===== config.mk =====
export PLATFORM = sky130hd
export DESIGN_NAME = tws_channel
export DESIGN_NICKNAME = d
export VERILOG_FILES = /design/src/tws_pkg.sv /design/src/tws_channel.sv /design/src/tws_clk_div.sv
export SDC_FILE = /design/constraint.sdc
export NUM_CORES = 1
export LEC_CHECK = 0
export BUFFER_PORTS_ARGS = -buffer_cell sky130_fd_sc_hd__buf_4
export CAP_MARGIN = 20
export CORE_MARGIN = 8
export CORE_UTILIZATION = 50
export CTS_BUF_LIST = sky130_fd_sc_hd__clkbuf_4
export DETAILED_ROUTE_END_ITERATION = 8
export PLACE_DENSITY = 0.71
export SLEW_MARGIN = 40
export SYNTH_ARGS = -nofsm -noshare
export SYNTH_HDL_FRONTEND = slang
export SYNTH_SLANG_ARGS = --single-unit

===== constraint.sdc =====
create_clock -name mclk -period 9.05 [get_ports mclk]
set_clock_uncertainty 0.15 [all_clocks]
set_input_delay 1.3575 -clock mclk [delete_from_list [all_inputs] [get_ports mclk]]
set_output_delay 1.3575 -clock mclk [all_outputs]
set_load 0.1 [all_outputs]

===== src/tws_pkg.sv =====
// Purpose: Constants and types for the three-wire serial channel
// Assumes: mclk is the main oscillator clock (20 MHz)
// Notes: Register offsets are byte addresses on the plain register port
// Operation
// - Two modes only: operation stop and three-wire serial transfer.
// - In stop mode no serial clock, shifting or counting happens.
// - Each transfer moves one 8-bit word over clock, out and in lines.
// - Shift out and capture in happen in the same transfer.
// - Software picks MSB-first or LSB-first word order.
// - Shift data register is 8 bits, shifting with the serial clock.
// - Data write starts a transfer only when mode bit 7 is set.
// - Written data goes out on serial out; serial in bits are captured.
// - Shift data register has no defined reset value.
// - A counter counts serial clock edges to find the eighth bit.
// - Clock select register resets to 88H.
// - Clock select upper nibble picks internal rate; other codes prohibited.
// - Base clock is oscillator/2 with mode bit 0, oscillator with 1.
// - Mode register resets 00H; bit7 enable, bit6 order, bit5 zero.
// - Mode clock bits: 0x external, 11 internal driven, 10 prohibited.
// - When stopped, shift data register is a plain read/write register.

package tws_pkg;

	// ----------------------------------------
	// Register map
	// ----------------------------------------
	localparam logic [15:0] ADDR_CLK_SEL = 16'hff44;
	localparam logic [15:0] ADDR_MODE = 16'hff6c;
	localparam logic [15:0] ADDR_DATA = 16'hff6d;
	localparam logic [15:0] ADDR_STAT = 16'hff6e;

	localparam logic [7:0] CLK_SEL_RESET = 8'h88;
	localparam logic [7:0] MODE_RESET = 8'h00;
	localparam logic [7:0] MODE_WRITE_MASK = 8'hc3;
	localparam logic [7:0] ZERO_BYTE = 8'h00;

	// ----------------------------------------
	// Field positions
	// ----------------------------------------
	localparam int MODE_EN_BIT = 7;
	localparam int MODE_DIR_BIT = 6;
	localparam int MODE_SRC_HI_BIT = 1;
	localparam int MODE_SRC_LO_BIT = 0;
	localparam int CODE_MSB = 7;
	localparam int CODE_LSB = 4;
	localparam int STAT_DONE_BIT = 0;
	localparam int STAT_BUSY_BIT = 1;

	// ----------------------------------------
	// Rate codes and counts
	// ----------------------------------------
	localparam logic [3:0] CODE_MIN_FAST = 4'h7;
	localparam logic [3:0] CODE_MIN_SLOW = 4'h6;
	localparam logic [3:0] CODE_MAX = 4'hd;
	localparam logic [3:0] HALF_BIAS = 4'h6;
	localparam logic [3:0] WORD_BITS = 4'h8;
	localparam logic [3:0] LAST_BIT = 4'h7;

	// ----------------------------------------
	// Types
	// ----------------------------------------
	typedef enum logic [1:0] {PH_IDLE, PH_HIGH, PH_LOW, PH_EXT} tws_phase_t;

	typedef struct packed {
		logic sck_out;
		logic sck_oe;
		logic so_out;
		logic so_oe;
	} tws_pins_t;

	typedef struct packed {
		logic [7:0] clk_sel;
		logic [7:0] mode;
		logic [7:0] shreg;
		tws_phase_t phase;
		logic [3:0] bit_cnt;
		logic done;
		tws_pins_t pins;
		logic [7:0] rdata;
		logic si_s1;
		logic si_s2;
		logic sck_s1;
		logic sck_s2;
		logic sck_s3;
		logic si_s3;
		logic sample_due;
	} tws_chan_state_t;

	typedef struct packed {
		logic [7:0] cnt;
	} tws_div_state_t;

endpackage : tws_pkg

===== src/tws_channel.sv =====
// Purpose: Three-wire clocked serial channel with register port
// Assumes: mclk is the oscillator clock; serial pins are asynchronous
// Notes: Prohibited rate codes stall the transfer; clock source 10 does not start one

`timescale 1ns/1ps

module tws_channel (
	input wire logic mclk,
	input wire logic rst_n,
	input wire logic oscillation_mode_bit,
	input wire logic [15:0] reg_addr,
	input wire logic [7:0] reg_wdata,
	input wire logic reg_wr,
	input wire logic reg_rd,
	output logic [7:0] reg_rdata,
	input wire logic serial_clock_pin_in,
	input wire logic serial_in_pin,
	output tws_pkg::tws_pins_t pins,
	output logic transfer_complete
);

	tws_pkg::tws_chan_state_t st;
	tws_pkg::tws_chan_state_t next_st;
	logic en;
	logic lsb_first;
	logic src_ext;
	logic src_int;
	logic busy;
	logic code_ok;
	logic [3:0] code;
	logic [3:0] half_exp;
	logic tick;
	logic ext_rise;
	logic ext_fall;
	logic wr_data;
	logic [3:0] cnt_inc;

	// ----------------------------------------
	// Helpers
	// ----------------------------------------
	function automatic logic [7:0] tws_rev(input logic [7:0] d);
		logic [7:0] r;
		r = 8'h00;
		for (int i = 0; i < 8; i++)
		begin
			r[i] = d[7 - i];
		end
		return r;
	endfunction : tws_rev

	// ----------------------------------------
	// Rate select
	// ----------------------------------------
	always_comb
	begin
		code = st.clk_sel[tws_pkg::CODE_MSB:tws_pkg::CODE_LSB];
		// Base clock halved when the oscillation mode bit is 0
		half_exp = 4'(code - tws_pkg::HALF_BIAS + {3'b000, ~oscillation_mode_bit});
		// Only listed codes give a clock
		if (oscillation_mode_bit)
		begin
			code_ok = (code >= tws_pkg::CODE_MIN_FAST) && (code <= tws_pkg::CODE_MAX);
		end
		else
		begin
			code_ok = (code >= tws_pkg::CODE_MIN_SLOW) && (code <= tws_pkg::CODE_MAX);
		end
	end

	tws_clk_div u_div (
		.mclk(mclk),
		.rst_n(rst_n),
		.run(st.phase == tws_pkg::PH_HIGH || st.phase == tws_pkg::PH_LOW),
		.valid(code_ok),
		.half_exp(half_exp),
		.tick(tick)
	);

	// ----------------------------------------
	// Next state
	// ----------------------------------------
	always_comb
	begin
		en = st.mode[tws_pkg::MODE_EN_BIT];
		lsb_first = st.mode[tws_pkg::MODE_DIR_BIT];
		src_ext = !st.mode[tws_pkg::MODE_SRC_HI_BIT];
		src_int = st.mode[tws_pkg::MODE_SRC_HI_BIT] && st.mode[tws_pkg::MODE_SRC_LO_BIT];
		busy = st.phase != tws_pkg::PH_IDLE || st.sample_due;
		ext_rise = st.sck_s2 && !st.sck_s3;
		ext_fall = !st.sck_s2 && st.sck_s3;
		wr_data = reg_wr && reg_addr == tws_pkg::ADDR_DATA;
		cnt_inc = 4'(st.bit_cnt + 4'h1);
		next_st = st;

		// Pin synchronisers
		next_st.si_s1 = serial_in_pin;
		next_st.si_s2 = st.si_s1;
		next_st.si_s3 = st.si_s2;
		next_st.sck_s1 = serial_clock_pin_in;
		next_st.sck_s2 = st.sck_s1;
		next_st.sck_s3 = st.sck_s2;

		// Register writes
		if (reg_wr && reg_addr == tws_pkg::ADDR_CLK_SEL)
		begin
			next_st.clk_sel = reg_wdata;
		end
		if (reg_wr && reg_addr == tws_pkg::ADDR_MODE)
		begin
			next_st.mode = reg_wdata & tws_pkg::MODE_WRITE_MASK;
		end
		if (wr_data && !busy)
		begin
			// Plain storage in stop mode, order set on write
			next_st.shreg = lsb_first ? tws_rev(reg_wdata) : reg_wdata;
			if (en && (src_ext || src_int))
			begin
				// Start only with the channel enabled
				next_st.phase = src_ext ? tws_pkg::PH_EXT : tws_pkg::PH_HIGH;
				next_st.bit_cnt = 4'h0;
				next_st.done = 1'b0;
			end
		end

		// Capture one cycle after the rise, past the synchroniser
		if (st.sample_due)
		begin
			next_st.shreg = {st.shreg[6:0], st.si_s2};
			next_st.sample_due = 1'b0;
			if (st.bit_cnt == tws_pkg::WORD_BITS)
			begin
				next_st.done = 1'b1;
			end
		end

		// Shift engine
		case (st.phase)
			tws_pkg::PH_IDLE:
			begin
				next_st.pins.sck_out = 1'b1;
			end
			tws_pkg::PH_HIGH:
			begin
				if (tick)
				begin
					next_st.pins.sck_out = 1'b0;
					next_st.pins.so_out = st.shreg[7];
					next_st.phase = tws_pkg::PH_LOW;
				end
			end
			tws_pkg::PH_LOW:
			begin
				if (tick)
				begin
					// Rise now, capture queued for next cycle
					next_st.pins.sck_out = 1'b1;
					next_st.sample_due = 1'b1;
					next_st.bit_cnt = cnt_inc;
					next_st.phase = (cnt_inc == tws_pkg::WORD_BITS) ? tws_pkg::PH_IDLE : tws_pkg::PH_HIGH;
				end
			end
			tws_pkg::PH_EXT:
			begin
				if (ext_fall)
				begin
					next_st.pins.so_out = st.shreg[7];
				end
				if (ext_rise)
				begin
					// Value seen while the clock was still low
					next_st.shreg = {st.shreg[6:0], st.si_s3};
					next_st.bit_cnt = cnt_inc;
					if (cnt_inc == tws_pkg::WORD_BITS)
					begin
						next_st.phase = tws_pkg::PH_IDLE;
						next_st.done = 1'b1;
					end
				end
			end
			default:
			begin
				next_st.phase = tws_pkg::PH_IDLE;
			end
		endcase

		// Stop mode halts and clears the counter
		if (!en)
		begin
			next_st.phase = tws_pkg::PH_IDLE;
			next_st.bit_cnt = 4'h0;
			next_st.pins.sck_out = 1'b1;
		end
		// Pin drive
		next_st.pins.sck_oe = next_st.mode[tws_pkg::MODE_EN_BIT] && next_st.mode[tws_pkg::MODE_SRC_HI_BIT]
			&& next_st.mode[tws_pkg::MODE_SRC_LO_BIT];
		next_st.pins.so_oe = next_st.mode[tws_pkg::MODE_EN_BIT];

		// Register reads
		next_st.rdata = tws_pkg::ZERO_BYTE;
		if (reg_rd)
		begin
			case (reg_addr)
				tws_pkg::ADDR_CLK_SEL: next_st.rdata = st.clk_sel;
				tws_pkg::ADDR_MODE: next_st.rdata = st.mode;
				tws_pkg::ADDR_DATA: next_st.rdata = lsb_first ? tws_rev(st.shreg) : st.shreg;
				tws_pkg::ADDR_STAT:
				begin
					next_st.rdata[tws_pkg::STAT_DONE_BIT] = st.done;
					next_st.rdata[tws_pkg::STAT_BUSY_BIT] = busy;
				end
				default: next_st.rdata = tws_pkg::ZERO_BYTE;
			endcase
		end
	end

	// ----------------------------------------
	// State register
	// ----------------------------------------
	always_ff @(posedge mclk)
	begin
		st <= next_st;
		if (!rst_n)
		begin
			// Shift data left untouched by reset
			st.clk_sel <= tws_pkg::CLK_SEL_RESET;
			st.mode <= tws_pkg::MODE_RESET;
			st.phase <= tws_pkg::PH_IDLE;
			st.bit_cnt <= 4'h0;
			st.done <= 1'b0;
			st.pins <= '{sck_out: 1'b1, sck_oe: 1'b0, so_out: 1'b0, so_oe: 1'b0};
			st.rdata <= tws_pkg::ZERO_BYTE;
			st.si_s1 <= 1'b0;
			st.si_s2 <= 1'b0;
			st.si_s3 <= 1'b0;
			st.sample_due <= 1'b0;
			st.sck_s1 <= 1'b1;
			st.sck_s2 <= 1'b1;
			st.sck_s3 <= 1'b1;
		end
	end

	assign reg_rdata = st.rdata;
	assign pins = st.pins;
	assign transfer_complete = st.done;
endmodule : tws_channel


===== src/tws_clk_div.sv =====
// Purpose: Half-period tick divider for the internal serial clock
// Assumes: half period is 2**half_exp mclk cycles, half_exp 1..8
// Notes: Counter restarts whenever run is low

`timescale 1ns/1ps

module tws_clk_div (
	input wire logic mclk,
	input wire logic rst_n,
	input wire logic run,
	input wire logic valid,
	input wire logic [3:0] half_exp,
	output logic tick
);

	tws_pkg::tws_div_state_t st;
	tws_pkg::tws_div_state_t next_st;
	logic [8:0] span;
	logic [7:0] mask;

	// ----------------------------------------
	// Divider
	// ----------------------------------------
	always_comb
	begin
		span = 9'h001 << half_exp;
		mask = 8'(span - 9'h001);
		tick = run && valid && ((st.cnt & mask) == mask);
		next_st = st;
		next_st.cnt = run ? 8'(st.cnt + 8'h01) : 8'h00;
	end

	always_ff @(posedge mclk)
	begin
		if (!rst_n)
		begin
			st.cnt <= 8'h00;
		end
		else
		begin
			st <= next_st;
		end
	end

endmodule : tws_clk_div


Yosys cells after proc, flatten, opt, wreduce, memory -nomap -nowiden

Index checks and enable logic that the tools add are counted.

Bitwise gates (word level): 2
$add $sub $neg: 5
Reductions and logical operators: 31
Divide/modulo/power cells: 0
Muxes and demuxes: 29
$mul: 0
Shifts and indexed selects: 1
Eq/ne operators: 13
Magnitude comparators: 3

Operators by type and width:

| cell                                                                  | number |
|---|---|
| 16-bit == test, second input constant                                 | 4 |
| 8-bit 2-to-1 mux                                                      | 5 |
| 15-bit 2-to-1 mux                                                     | 2 |
| 6-bit case mux with 3 select lines                                    | 1 |
| 1-bit logical AND                                                     | 14 |
| 1-bit 2-to-1 mux                                                      | 11 |
| 8-bit by 1-bit adder with 8-bit output, second input constant         | 1 |
| 8-bit bitwise AND                                                     | 1 |
| 4-bit == test, second input constant                                  | 2 |
| 8-bit == test                                                         | 1 |
| 4-bit by 3-bit >= comparator with 1-bit output, second input constant | 2 |
| 2-bit case mux with 4 select lines                                    | 1 |
| 4-bit case mux with 2 select lines                                    | 1 |
| 2-bit AND reduction                                                   | 4 |
| 1-bit by 4-bit << shifter with 8-bit output, first input constant     | 1 |
| 8-bit by 1-bit subtractor with 8-bit output, second input constant    | 1 |
| 7-bit 2-to-1 mux                                                      | 1 |
| 2-bit 2-to-1 mux                                                      | 3 |
| 6-bit 2-to-1 mux                                                      | 1 |
| 2-bit != test, second input constant                                  | 3 |
| 2-bit case mux with 3 select lines                                    | 1 |
| 3-bit AND reduction                                                   | 2 |
| 4-bit by 1-bit adder with 4-bit output                                | 1 |
| 4-bit by 1-bit adder with 4-bit output, second input constant         | 1 |
| other kinds (12)                                                      | 19 |

Word-level logic and storage cells: 104
Bits in writable memories: 0
Memory bits (read-only): 0
Bits in latches: 0
Bits in registers: 54
Bits of input ports: 31
Output and inout port bits: 13
Memories kept: 0

Logic depth before layout (Yosys ltp)

Depth after elaboration: 10
Gate-level depth with buffers: 18
Depth with buffers taken out: 17

By module

Synthesis repeated with hierarchy kept, for this count alone.

Cells, all modules: 327
Area total of the unflattened synthesis: 2961.6 sq um

By module, submodules not included:

| module      | times used | area an instance (sq um) | cells an instance | seq. area each (sq um) |
|---|---|---|---|---|
| tws_channel | 1          | 2501.1                   | 273               | 900.9 |
| tws_clk_div | 1          | 460.4                    | 54                | 160.2 |

Worst setup path before layout

OpenSTA, ideal clock, no wires.

Path kind: input -> register
Start point: input port oscillation_mode_bit
End point: register st[21] (netlist name)
Path buffers: 1
Stages: 18
Setup time: 0.125 ns
Data required time: 8.775 ns
Slack: 4.321 ns
Arrival: 4.454 ns
Cell sequence: inv_1 ha_1 inv_1 ha_1 nor4b_1 o21ai_2 a21oi_1 inv_1 ha_1 nor2b_1 and3_1 o211ai_1 nor4b_2 nand4_2 nor3_2 buf_6 mux2i_1 o22ai_1

Cells in the longest elaborated chain, start to end: 9
Elaborated cells on any way between the ends: 11
Classes of those cells: add/sub: 2; eq/ne: 1; shift: 1; mux: 3; bitwise: 2; reduce/logical: 2

Ends and longest elaborated chain:

| element                                     | line               | RTL |
|---|---|---|
| start: declaration                          | tws_channel.sv:10  | `input wire logic oscillation_mode_bit,` |
| 1-bit NOT                                   | tws_channel.sv:58  | `half_exp = 4'(code - tws_pkg::HALF_BIAS + {3'b000, ~oscillation_mode_bit});` |
| 4-bit by 1-bit adder with 4-bit output      | tws_channel.sv:58  |  |
| 1-bit by 4-bit << shifter with 8-bit output | tws_clk_div.sv:26  | `span = 9'h001 << half_exp;` |
| 8-bit by 1-bit subtractor with 8-bit output | tws_clk_div.sv:27  | `mask = 8'(span - 9'h001);` |
| 8-bit bitwise AND                           | tws_clk_div.sv:28  | `tick = run && valid && ((st.cnt & mask) == mask);` |
| 8-bit == test                               | tws_clk_div.sv:28  |  |
| 1-bit logical AND (*)                       | tws_clk_div.sv:28  |  |
| 6-bit 2-to-1 mux (*)                        | tws_channel.sv:153 | `if (tick)` |
| 4-bit case mux with 2 select lines (*)      | tws_channel.sv:137 | `case (st.phase)` |
| end signal: assignment                      | tws_channel.sv:221 | `st <= next_st;` |
| end: declaration                            | tws_channel.sv:22  | `tws_pkg::tws_chan_state_t st;` |

Mark *: on every way between the ends. The rest lies on a longest branch, timed or not.
A chain may end at the register's enable or synchronous reset.

Worst setup path in the final report

Start point: input port oscillation_mode_bit
End point: register st[24] (netlist name)

Cells in the longest elaborated chain, start to end: 9
Elaborated cells on any way between the ends: 12
Classes of those cells: add/sub: 2; eq/ne: 1; shift: 1; mux: 4; bitwise: 2; reduce/logical: 2

Ends and longest elaborated chain:

| element                                                     | line |
|---|---|
| 1-bit NOT                                                   | tws_channel.sv:58 |
| 4-bit by 1-bit adder with 4-bit output                      | tws_channel.sv:58 |
| 1-bit by 4-bit << shifter with 8-bit output                 | tws_clk_div.sv:26 |
| 8-bit by 1-bit subtractor with 8-bit output                 | tws_clk_div.sv:27 |
| 8-bit bitwise AND                                           | tws_clk_div.sv:28 |
| 8-bit == test                                               | tws_clk_div.sv:28 |
| 1-bit logical AND (*)                                       | tws_clk_div.sv:28 |
| 6-bit 2-to-1 mux / 2-bit 2-to-1 mux (equally long branches) | tws_channel.sv:153, tws_channel.sv:144 |
| 2-bit case mux with 3 select lines (*)                      | tws_channel.sv:137 |

Marked as above.

==> qor.yml <==
worst_hold_path:
  hold_start: "next_st[3]$_SDFF_PN1_"
  whs_path_depth: 1
  hold_end: "next_st[2]$_SDFF_PN1_"
  hp-class: "reg -> reg"
timing:
  slew_headroom_pct: 53.7
  rsz0062_at_grt: "false"
  fin_crit_ns: 5.13
  period_share_pct: 56.6
  tightest_slew_ns: 0.689
  whs_ns: 0.280
  finalMaxSlewViolations: 0
  hold_viol: 0
  max_freq_ghz: 0.195
  setup_viol_count_final: 0
  finalSetupTns_ns: 0
critical_path:
  rrSetupSlack_ns: 4.64
  critPathBufInv: 4
  crit_path_max_incr_delay_ns: 0.55
  path_class: "in -> reg"
  crit_chain: "buf_4 > inv_1 > ha_1 > inv_1 > ha_1 > nor4b_1 > o21ai_2 > a21oi_1 > inv_1 > ha_1 > nor2b_1 > and3_1 > o211ai_1 > nor4b_2 > nand4_2 > nor3_4 > o21ai_0 > a31o_1"
  timing.rr.start: "code[0]$_SDFFE_PN0P_"
  crit_arrival_ns: 5.26
  crit_slowest_cell: "nor3_4"
  rr_endpoint: "st[24]$_SDFF_PN0_"
  r2r_cells: 16
  critPathMaxFanout: 13
  end_kind: "flop"
  worstSetupStartpointType: "input pin"
  crit_required_ns: 9.19
  path_delay_family: "simple AND/OR/NAND/NOR gates"
drt:
  vias_per_cell: 5.79
  ant_nets: 0
  drc_errors: 0
  post_drt_wl_per_cell_um: 15.5
  num_vias: 2866
  initialDrtViolationCount: 101
  totalWireLength_um: 7680
  dr.pass1.iters: 4
floorplanning:
  die_area_um2: 9480
  rows: 29
  die_w_um: 97.3
  initial_core_util_pct: 51.8
  io_pins: 44
  die_h_um: 97.3
  coreArea_um2: 6390
yosys:
  yosysSeqAreaShare_pct: 32.1
  synth_top_area_cell: "dfxtp_1"
  synthTopCellsByArea: "dfxtp_1 32%, ha_1 5.3%, mux2i_1 4.5%, nand2_1 4.1%, a21oi_1 3.8%"
  synth_edf_count: 0
  synth_ff_type: "dfxtp_1"
  avgSynthCellArea_um2: 8.33
  synthArstFlopShare_pct: 0
  syn_inst: 397
  synth_nets: 442
  synth_top_area_share_pct: 32.1
  ys_seq_elements: 53
  yosysUniqueCellTypes: 64
  syn-cell-area_um2: 3310
  yosysWarningCount: 0
place:
  dp.final_hpwl_um: 5680
  io_buffers: 43
  post-place-cells: 487
  gp_congestion: 0.835
clock_network:
  ctsResizeCount: 0
  cts-root-buf: "clkbuf_4"
  h-tree-depth: 2
  clk_pin_slew_ns: 0.15
  cts_sinks: 53
  ctsHoldBuffers: 0
  tritoncts: "done"
  cts_buffers: 5
  post_cts_buffers: 0
  clk_latency_ns: 0.38
  cts_buffer_depth: 2
layout:
  nNetsFinal: 462
  layout_commonest_cell: "dfxtp_1"
  antenna_cells: 0
  areaGrowthSynthToFinish_pct: 9.49
  finalNonFillerCells: 495
  drive_gt1_share_pct: 17.7
  final_cell_mix: "52 x dfxtp_1, 44 x buf_4, 36 x nand2_1"
pwr:
  power_uw: 370
  power_density_nw_per_um2: 102
  ir_drop_mv: 0.0551
  leakage_uw: 0.00134
global_routing:
  antenna_found_initial: 0
  grt_use_total_pct: 15.9
  grt_pass1_wl_um: 12900
  overflow: 0
  grt_max_degree: 29
  grt_pass1_vias: 2691
job:
  drv_cap: 0
status:
  status: "finished, final reports clean"
## layer usage
metal	routed length (um)	track usage [%]	share of wire, %	up-vias
met2	3490	25.1	45	86
met4	81	4.78	1.1	0
met5	0	0	0	-
met1	3660	20.7	48	1318
met3	456	3.98	5.9	10
li1	-	-	-	1452
## sequential cells by signal, indices dropped and copies added (netlist names)
register           cells
en                     1
transfer_complete      1
pins                   3
u_div.st               8
next_st                4
st                    23
reg_rdata              8
lsb_first              1
code                   4
## worst register-to-register path: stages, from the launching register on
cell and delay, ns:
dfxtp_1 0.42, ha_1 0.27, inv_1 0.09, ha_1 0.29, nor4b_1 0.39, o21ai_2 0.17
a21oi_1 0.25, inv_1 0.08, ha_1 0.26, nor2b_1 0.18, and3_1 0.19, o211ai_1 0.16
nor4b_2 0.24, nand4_2 0.20, nor3_4 0.55, o21ai_0 0.19, a31o_1 0.24
## report_power, final
group	leakage, uW	internal (uW)	switching [uW]
registers	0.000429	235	0.351
logic	0.000881	12.6	10.9
clock network	0.0000279	33.5	78.5
total	0.00134	281	89.8
## synth_stat cells (all sizes together), types with 6 or more instances
master	count
a21boi	7
a21oi	25
a22oi	8
and2	9
and3	7
buf	19
clkbuf	12
dfxtp	53
ha	14
inv	16
mux2	6
mux2i	15
nand2	36
nand2b	11
nand3	25
nor2	29
nor2b	10
nor3	7
o211ai	6
o21ai	20
## final cells by class
| type | instances | area [um2] |
|---|---|---|
| Clock buffer | 6 | 45.0 |
| Fill cell | 621 | 2760 |
| Timing Repair Buffer | 44 | 330 |
| Sequential cell | 53 | 1060 |
| Multi-Input combinational cell | 297 | 2010 |
| Tap cell | 77 | 96.3 |
| Inverter | 16 | 60.1 |
| Clock inverter | 2 | 15.0 |
## stage by stage
step	instance area (um2)	utilization [%]	worst slack, ns
floorplan	3310	-	4.32
global placement	3550	55.7	3.52
detailed placement	3560	55.8	3.57
CTS	3620	56.7	3.97
global route	3620	56.7	3.64
finish	3620	56.7	3.92
## worst max-delay path by stage
stage | startpoint | to | cells past startpoint
5_1_grt | oscillation_mode_bit | st[24]$_SDFF_PN0_ | 18
4_1_cts | oscillation_mode_bit | st[24]$_SDFF_PN0_ | 18
3_3_place_gp | oscillation_mode_bit | st[24]$_SDFF_PN0_ | 18
3_5_place_dp | oscillation_mode_bit | st[24]$_SDFF_PN0_ | 18
6_report | oscillation_mode_bit | st[24]$_SDFF_PN0_ | 18
2_1_floorplan | oscillation_mode_bit | st[21]$_SDFF_PN0_ | 18
## cells by family (layout without fill, tap and decap cells)
family                     after synthesis  count (layout)  share of synthesized area, %
and+or+nand+nor                        162             162                          27.7
AOI/OAI and AO/OA                       91              91                          18.7
DFF                                     53              53                          32.1
buffers and inverters                   47              68                          7.26
muxes                                   21              21                          6.58
adders and majority gates               14              14                          5.30
xor gates and xnor gates                 9               9                          2.38
Note: power is estimated with default switching activity, not from simulation.
